$ cat src/logic/slp_pkg.sv
// Package with register map, field layout and reset values of the link parameter bank.
package slp_pkg;
  // Three printed offsets are not multiples of four, so all four are word indices.
  localparam logic [11:0] IDX_FRAMES_PER_MF = 12'h58D;
  localparam logic [11:0] IDX_CONVERTERS = 12'h58E;
  localparam logic [11:0] IDX_CTRL_RES = 12'h58F;
  localparam logic [11:0] IDX_OCTETS_PER_FRAME = 12'h58C;
  localparam int ADDR_W = 14;
  localparam int FPMF_LSB = 0;
  localparam int FPMF_W = 5;
  localparam int CONV_W = 8;
  localparam int CS_LSB = 6;
  localparam int CS_W = 2;
  localparam int RES_LSB = 0;
  localparam int RES_W = 5;
  localparam int OPF_W = 8;
  localparam logic [4:0] FPMF_RST = 5'h1F;
  localparam logic [7:0] CONV_RST = 8'h01;
  localparam logic [1:0] CS_RST = 2'h0;
  localparam logic [4:0] RES_RST = 5'h0F;
  localparam logic [7:0] OPF_RST = 8'h00;
endpackage : slp_pkg

$ cat src/logic/slp_regs.sv
// APB register bank holding the framing parameters of the serial link transmitter.
module slp_regs (
  // Clock and reset
  input wire logic CLOCK,
  input wire logic RST_N,
  // APB slave
  input wire logic PSEL,
  input wire logic PENABLE,
  input wire logic PWRITE,
  input wire logic [slp_pkg::ADDR_W-1:0] PADDR,
  input wire logic [31:0] PWDATA,
  output logic [31:0] PRDATA,
  output logic PREADY,
  output logic PSLVERR,
  // Framing parameters to the transmitter
  output logic [5:0] FRAMES_PER_MF,
  output logic [3:0] CONVERTERS,
  output logic [1:0] CTRL_BITS,
  output logic [2:0] CTRL_BIT_SEL,
  output logic [4:0] RESOLUTION,
  output logic [8:0] OCTETS_PER_FRAME
);
  // Reset synchroniser stages.
  logic rst_meta_r;
  logic rst_sync_r;

  // Access strobes and word hits, valid in the setup cycle only.
  logic wr_setup;
  logic rd_setup;
  logic hit_octets;
  logic hit_frames;
  logic hit_conv;
  logic hit_ctrl;
  logic hit_any;

  // Programmed configuration fields.
  logic [4:0] fpmf_r;
  logic [4:0] fpmf_nxt;
  logic [7:0] conv_r;
  logic [7:0] conv_nxt;
  logic [1:0] cs_r;
  logic [1:0] cs_nxt;
  logic [4:0] res_r;
  logic [4:0] res_nxt;
  logic [7:0] opf_r;
  logic [7:0] opf_nxt;

  // Bus response.
  logic [31:0] rdata_r;
  logic [31:0] rdata_nxt;
  logic ready_r;
  logic ready_nxt;
  logic err_r;
  logic err_nxt;

  // Decoded link parameters.
  logic [5:0] k_r;
  logic [5:0] k_nxt;
  logic [3:0] m_r;
  logic [3:0] m_nxt;
  logic [2:0] sel_r;
  logic [2:0] sel_nxt;
  logic [8:0] f_r;
  logic [8:0] f_nxt;

  // Word index decode; low two address bits must be zero.
  function automatic logic hit(
    input logic [slp_pkg::ADDR_W-1:0] a,
    input logic [11:0] idx
  );
    hit = (a[1:0] == 2'h0) && (a[slp_pkg::ADDR_W-1:2] == idx);
  endfunction : hit

  // Converter count from its code; codes outside the table give zero.
  function automatic logic [3:0] conv_count(input logic [7:0] code);
    case (code)
      8'h00: begin
        conv_count = 4'h1;
      end
      8'h01: begin
        conv_count = 4'h2;
      end
      8'h03: begin
        conv_count = 4'h4;
      end
      8'h07: begin
        conv_count = 4'h8;
      end
      default: begin
        conv_count = 4'h0;
      end
    endcase
  endfunction : conv_count

  // Control bit positions carried, bit 2 first, for a control bit count.
  function automatic logic [2:0] ctrl_sel(input logic [1:0] cnt);
    case (cnt)
      2'h1: begin
        ctrl_sel = 3'h4;
      end
      2'h2: begin
        ctrl_sel = 3'h6;
      end
      2'h3: begin
        ctrl_sel = 3'h7;
      end
      default: begin
        ctrl_sel = 3'h0;
      end
    endcase
  endfunction : ctrl_sel

  // The release is synchronised so no flop behind the two synchroniser stages leaves reset on a partial edge.
  always_ff @(posedge CLOCK or negedge RST_N) begin
    if (!RST_N) begin
      rst_meta_r <= 1'b0;
      rst_sync_r <= 1'b0;
    end else begin
      rst_meta_r <= 1'b1;
      rst_sync_r <= rst_meta_r;
    end
  end

  // Setup decode; the bank answers in the cycle after setup and never waits.
  always_comb begin
    wr_setup = PSEL && !PENABLE && PWRITE;
    rd_setup = PSEL && !PENABLE && !PWRITE;
    hit_octets = hit(PADDR, slp_pkg::IDX_OCTETS_PER_FRAME);
    hit_frames = hit(PADDR, slp_pkg::IDX_FRAMES_PER_MF);
    hit_conv = hit(PADDR, slp_pkg::IDX_CONVERTERS);
    hit_ctrl = hit(PADDR, slp_pkg::IDX_CTRL_RES);
    hit_any = hit_octets || hit_frames || hit_conv || hit_ctrl;
  end

  // Field updates; only the documented bits of each word are stored.
  always_comb begin
    fpmf_nxt = fpmf_r;
    conv_nxt = conv_r;
    cs_nxt = cs_r;
    res_nxt = res_r;
    opf_nxt = opf_r;
    if (wr_setup) begin
      if (hit_frames) begin
        fpmf_nxt = PWDATA[slp_pkg::FPMF_LSB +: slp_pkg::FPMF_W];
      end
      if (hit_conv) begin
        conv_nxt = PWDATA[slp_pkg::CONV_W-1:0];
      end
      if (hit_ctrl) begin
        cs_nxt = PWDATA[slp_pkg::CS_LSB +: slp_pkg::CS_W];
        res_nxt = PWDATA[slp_pkg::RES_LSB +: slp_pkg::RES_W];
      end
      if (hit_octets) begin
        opf_nxt = PWDATA[slp_pkg::OPF_W-1:0];
      end
    end
  end

  // Response; unmapped or misaligned words answer with an error and read zero.
  always_comb begin
    rdata_nxt = rdata_r;
    ready_nxt = wr_setup || rd_setup;
    err_nxt = 1'b0;
    if (wr_setup || rd_setup) begin
      rdata_nxt = 32'h0000_0000;
      err_nxt = !hit_any;
      if (hit_frames) begin
        rdata_nxt[slp_pkg::FPMF_LSB +: slp_pkg::FPMF_W] = fpmf_r;
      end
      if (hit_conv) begin
        rdata_nxt[slp_pkg::CONV_W-1:0] = conv_r;
      end
      if (hit_ctrl) begin
        rdata_nxt[slp_pkg::CS_LSB +: slp_pkg::CS_W] = cs_r;
        rdata_nxt[slp_pkg::RES_LSB +: slp_pkg::RES_W] = res_r;
      end
      if (hit_octets) begin
        rdata_nxt[slp_pkg::OPF_W-1:0] = opf_r;
      end
    end
  end

  // Decoded values are registered, so they lag a write by one cycle.
  always_comb begin
    k_nxt = {1'b0, fpmf_r} + 6'h01;
    f_nxt = {1'b0, opf_r} + 9'h001;
    m_nxt = conv_count(conv_r);
    sel_nxt = ctrl_sel(cs_r);
  end

  always_ff @(posedge CLOCK or negedge rst_sync_r) begin
    if (!rst_sync_r) begin
      fpmf_r <= slp_pkg::FPMF_RST;
      conv_r <= slp_pkg::CONV_RST;
      cs_r <= slp_pkg::CS_RST;
      res_r <= slp_pkg::RES_RST;
      opf_r <= slp_pkg::OPF_RST;
    end else begin
      fpmf_r <= fpmf_nxt;
      conv_r <= conv_nxt;
      cs_r <= cs_nxt;
      res_r <= res_nxt;
      opf_r <= opf_nxt;
    end
  end

  always_ff @(posedge CLOCK or negedge rst_sync_r) begin
    if (!rst_sync_r) begin
      rdata_r <= 32'h0000_0000;
      ready_r <= 1'b0;
      err_r <= 1'b0;
    end else begin
      rdata_r <= rdata_nxt;
      ready_r <= ready_nxt;
      err_r <= err_nxt;
    end
  end

  // Reset values match the decode of the field reset values.
  always_ff @(posedge CLOCK or negedge rst_sync_r) begin
    if (!rst_sync_r) begin
      k_r <= 6'h20;
      m_r <= 4'h2;
      sel_r <= 3'h0;
      f_r <= 9'h001;
    end else begin
      k_r <= k_nxt;
      m_r <= m_nxt;
      sel_r <= sel_nxt;
      f_r <= f_nxt;
    end
  end

  // Bus response and link parameter outputs.
  assign PRDATA = rdata_r;
  assign PREADY = ready_r;
  assign PSLVERR = err_r;
  assign FRAMES_PER_MF = k_r;
  assign CONVERTERS = m_r;
  assign CTRL_BITS = cs_r;
  assign CTRL_BIT_SEL = sel_r;
  assign RESOLUTION = res_r;
  assign OCTETS_PER_FRAME = f_r;
endmodule : slp_regs

$ cat config.mk
export PLATFORM = sky130hd
export DESIGN_NAME = slp_regs
export DESIGN_NICKNAME = d
export VERILOG_FILES = /design/src/logic/slp_pkg.sv /design/src/logic/slp_regs.sv
export SDC_FILE = /design/constraint.sdc
export NUM_CORES = 1
export LEC_CHECK = 0
export BUFFER_PORTS_ARGS = -buffer_cell sky130_fd_sc_hd__buf_2
export CORE_MARGIN = 1.5
export CORE_UTILIZATION = 40
export CTS_CLUSTER_DIAMETER = 120
export DETAILED_ROUTE_END_ITERATION = 16
export HOLD_SLACK_MARGIN = 0.06
export PLACE_DENSITY = 0.8
export SLEW_MARGIN = 20
export SYNTH_ARGS = -nofsm -noshare
export SYNTH_HDL_FRONTEND = slang
export SYNTH_SLANG_ARGS = --single-unit
$ cat constraint.sdc
create_clock -name CLOCK -period 2.2 [get_ports CLOCK]
set_input_delay 0.44 -clock CLOCK [delete_from_list [all_inputs] [get_ports CLOCK]]
set_output_delay 0.44 -clock CLOCK [all_outputs]
set_load 0.01 [all_outputs]
# Word-level counts from Yosys, hierarchy flattened
# Cells that the tools add are included.
[op_classes]
addsub = 2
n_mux = 8
n_reduce_logical = 20
eq_ne = 10
[op_table]
columns = ["cell", "count"]
rows = [
  ["$eq A12 B11 Y1 const B", 4],
  ["$mux W8", 2],
  ["$pmux W4 S4", 1],
  ["$mux W5", 2],
  ["$add A8 B1 Y9 const B", 1],
  ["$pmux W3 S3", 1],
  ["$eq A8 B1 Y1 const B", 1],
  ["$eq A8 B2 Y1 const B", 1],
  ["$eq A8 B3 Y1 const B", 1],
  ["$logic_not A8 Y1", 1],
  ["$reduce_and A2 Y1", 4],
  ["$logic_and A1 B1 Y1", 7],
  ["$add A5 B1 Y6 const B", 1],
  ["$eq A2 B2 Y1 const B", 2],
  ["$logic_or A1 B1 Y1", 4],
  ["$logic_not A1 Y1", 3],
  ["$eq A2 B1 Y1 const B", 1],
  ["$logic_not A2 Y1", 1],
  ["$mux W2", 1],
  ["$mux W1", 1],
]
[word_totals]
output_inout_bits = 63
register_bits = 62

# Depth between registers and ports, before layout
[logic_depth]
word_depth = 7
depth_mapped = 6
mapped_depth_nobuf = 4

# Least setup slack after synthesis
# OpenSTA, ideal clock, no wires.
[synth_timing]
path_kind = "input to register"
from = "input PADDR[13] (netlist name)"
to = "register conv_r[1]"
path_slack_ps = 406
stages = 5
t_arrival_ps = 1669
setup_time_ps = 125
path_cell_list = "and4bb_2 -> buf_4 -> nand4_4 -> nor3b_4 -> mux2_2"
[synth_via]
elab_chain_len = 3
[synth_lines]
columns = ["item", "line_no", "source"]
rows = [
  ["start, declared", "slp_regs.sv:10", "input wire logic [slp_pkg::ADDR_W-1:0] PADDR,"],
  ["$eq A12 B11 Y1", "slp_regs.sv:71", "hit = (a[1:0] == 2'h0) && (a[slp_pkg::ADDR_W-1:2] == idx);"],
  ["$logic_and A1 B1 Y1", "slp_regs.sv:71", ""],
  ["$reduce_and A2 Y1 (no source line)", "--", ""],
  ["end signal, assigned", "slp_regs.sv:194", "conv_r <= slp_pkg::CONV_RST;"],
  ["end signal, assigned", "slp_regs.sv:200", "conv_r <= conv_nxt;"],
  ["end, declared", "slp_regs.sv:39", "logic [7:0] conv_r;"],
]
# No other way between the ends.
# A chain may end at the register's enable or synchronous reset.

# Final worst setup path
[layout_timing]
from = "input PADDR[7] (netlist name)"
to = "register conv_r[6]"
# The elaborated chain is that of the path after synthesis.

==> metrics.cfg <==
[die]
num_rows = 30
die_y_um = 86.28
die_x_um = 86.28
die_area_sq_um = 7443
initial_core_util_pct = 41.06
pin_count = 114
coreArea_sq_um = 6756

[grt]
overflow = 0
track_usage_pct = 14.62
grt_pass1_vias = 1640
grt_max_degree = 61
grt_pass1_wl_um = 8052
grt_antenna_before_repair = 0

[final_layout]
final_cell_mix = buf_2 (65), dfrtp_1 (48), mux2_2 (30)
syn2layout_area_growth_pct = 19.58
n_antenna_cell = 0
mostFrequentLayoutCell = buf_2
fin_nets = 334
multiInputGateArea_sq_um = 1059
nFillCells = 603
seq_area_sq_um = 1569
drive_above_1_share_pct = 48.95
stdcell_count = 366

[logic_synthesis]
synth_flop_cell = dfrtp_1
yosys_warnings = 0
synth_top_area_cell = dfrtp_1
synthTopCellsByArea = dfrtp_1 (44%), dfstp_2 (12%), mux2_2 (12%)
synth.area.mux_share_pct = 16.60
syn_avg_cell_area_sq_um = 13.27
synth_cells = 209
synth_edf_count = 0
synth_top_area_share_pct = 44.20
synthAdderAreaFrac_pct = 0.9021
synth_top_family_by_area = multiplexers
yosysSeqAreaShare_pct = 56.52
synth-xor-area-share_pct = 2.842
ys_ff_latch = 62
synth_compound_area_share_pct = 2.481
yosys.area_share.simple_pct = 11.95
synth_area_sq_um = 2774
synth.distinct_cells = 35
async_flop_share_pct = 100.0

[clock_network]
clk_pin_slew_ns = 0.07
numCtsBuffers = 9
postCtsSetupRepairBufs = 0
cts_tree = built
cts_max_level = 3
root_buffer = clkbuf_8
cts_buffer_depth = 2
cts_sinks = 62
hold_buffers = 1
ctsResizeCount = 0
clk_latency_ns = 0.33

[worst_setup_path]
start_kind = input pin
cp_cell_sequence = buf_2 > nor4b_4 > nand4_4 > nor3b_4 > mux2_2
cp.arrival_ns = 1.95
crit_required_ns = 2.41
path_max_fanout = 8
critPathCaptureType = flip-flop
cpMaxStageDelayCell = nor3b_4
critPathMaxStageDelay_ns = 0.46
r2r_start = conv_r[5]$_DFFE_PN0P_
setup.worst_path.start = PADDR[7]
worst-setup-path-type = in2reg

[placed_design]
dp_cells = 349
hpwl_um = 3913
io_buffers = 65
place_congestion = 0.7819

[detailed_routing]
drt-pass1-iter-count = 4
wl_um = 5180
wl_per_cell_um = 14.15
drc_errors = 0
drtIter0Drc = 78
ant_nets = 0
via_per_inst = 4.735
num_vias = 1733

[timing]
hold_viol = 0
slew_headroom_pct = 64.97
fmax_mhz = 572.9
report.final.setup_viol = 0
period_share_pct = 79.34
fin_setup_tns_ns = 0
period_minus_slack_ns = 1.745
rsz0062_at_grt = no
worstMarginPinSlew_ns = 0.5254
finClkSkew_ns = 0.01130
final_max_slew_viol_count = 0

[status]
outcome = finished, final reports clean

[power]
power.density_nw_per_um2 = 657.3
ir_drop_v = 0.0003537
static-leakage-power_nw = 1.725

[flow_run]
cap_violations = 0

[min_path]
holdCritPathClass = reg2async

==> cell type report <==
cell class	count	share of cell area, %
tap	80	3.018
timing repair buffer	70	11.77
inverter	4	0.4527
clock buffer	11	3.961
clock inverter	5	1.584
sequential	62	47.30
multi-input combinational	134	31.91
==> cell families after synthesis <==
family,Yosys count
compound gates,11
xor+xnor,9
fa+ha+maj,2
buf+inv,36
flops,62
mux,36
other cells,2
simple gates,51
==> synthesized netlist by cell type, types with 2 or more instances <==
master / instances
mux2_2: 30
xnor2_1: 6
and4bb_2: 2
a22oi_1: 2
nand2_1: 14
nor2_1: 6
dfstp_2: 13
buf_4: 25
and3_1: 3
nor3b_4: 2
nand3_1: 12
ha_1: 2
or2_2: 2
xor2_1: 3
dfrtp_1: 49
clkbuf_1: 3
o21ai_0: 5
o31ai_1: 2
conb_1: 2
mux4_2: 5
inv_1: 4
buf_2: 4
==> where the power goes <==
part           internal (mW)  switching, mW
clock                  0.517          0.411
combinational         0.0343         0.0705
sequential              1.15        0.00154
total                   1.70          0.483
==> through the flow <==
step / instance area, sq um / power (mW) / hold slack [ns] / util [%] / setup WS [ns]
after global placement: 3123 / 1.270 / 0.2248 / 46.22 / 0.1496
after detailed placement: 3123 / 1.273 / 0.2269 / 46.22 / 0.1138
final: 3317 / 2.180 / 0.2584 / 49.09 / 0.4546
after CTS: 3317 / 2.208 / 0.2881 / 49.09 / 0.4675
after global routing: 3317 / 2.271 / 0.3035 / 49.09 / 0.3978
after floorplan: 2860 / 1.259 / 0.1444 / - / 0.3686
==> flip-flops by register name, indices dropped and copies added, names as in the netlist <==
signal	flops
fpmf_r	5
rst_sync_r	1
PREADY	1
conv_r	8
CTRL_BITS	2
rst_meta_r	1
opf_r	8
PSLVERR	1
CONVERTERS	4
FRAMES_PER_MF	6
RESOLUTION	5
OCTETS_PER_FRAME	9
CTRL_BIT_SEL	3
PRDATA	8
==> worst max-delay path, delay by kind of cell <==
| kind | cells | cell delay (ns) |
|---|---|---|
| and+or+nand+nor | 3 | 1.00 |
| buffers and inverters | 1 | 0.11 |
| muxes | 1 | 0.40 |
==> path summary, 6_finish.rpt <==
kind                                                  end  slack [ns]  cells past startpoint
worst max-delay path                conv_r[6]$_DFFE_PN0P_        0.45                      5
worst min-delay path            CTRL_BIT_SEL[1]$_DFF_PN0_        0.26                      1
worst max register to register    CONVERTERS[0]$_DFF_PN0_        0.73                      3
worst min register to register  CTRL_BIT_SEL[1]$_DFF_PN0_        0.26                      1
max in group asynchronous           conv_r[0]$_DFFE_PN1P_        1.61                      1
min in group CLOCK                   rst_sync_r$_DFF_PN0_        0.35                      0
==> routing by layer <==
| metal | vias to the layer above | routed length (um) | track usage, % |
|---|---|---|---|
| met2 | 52 | 2548 | 22.62 |
| met4 | 0 | 104 | 8.358 |
| met1 | 857 | 2210 | 18.07 |
| li1 | 814 | - | - |
| met5 | - | 0 | 0 |
| met3 | 10 | 317 | 4.762 |
No activity file was read; power rests on OpenSTA's default activity.
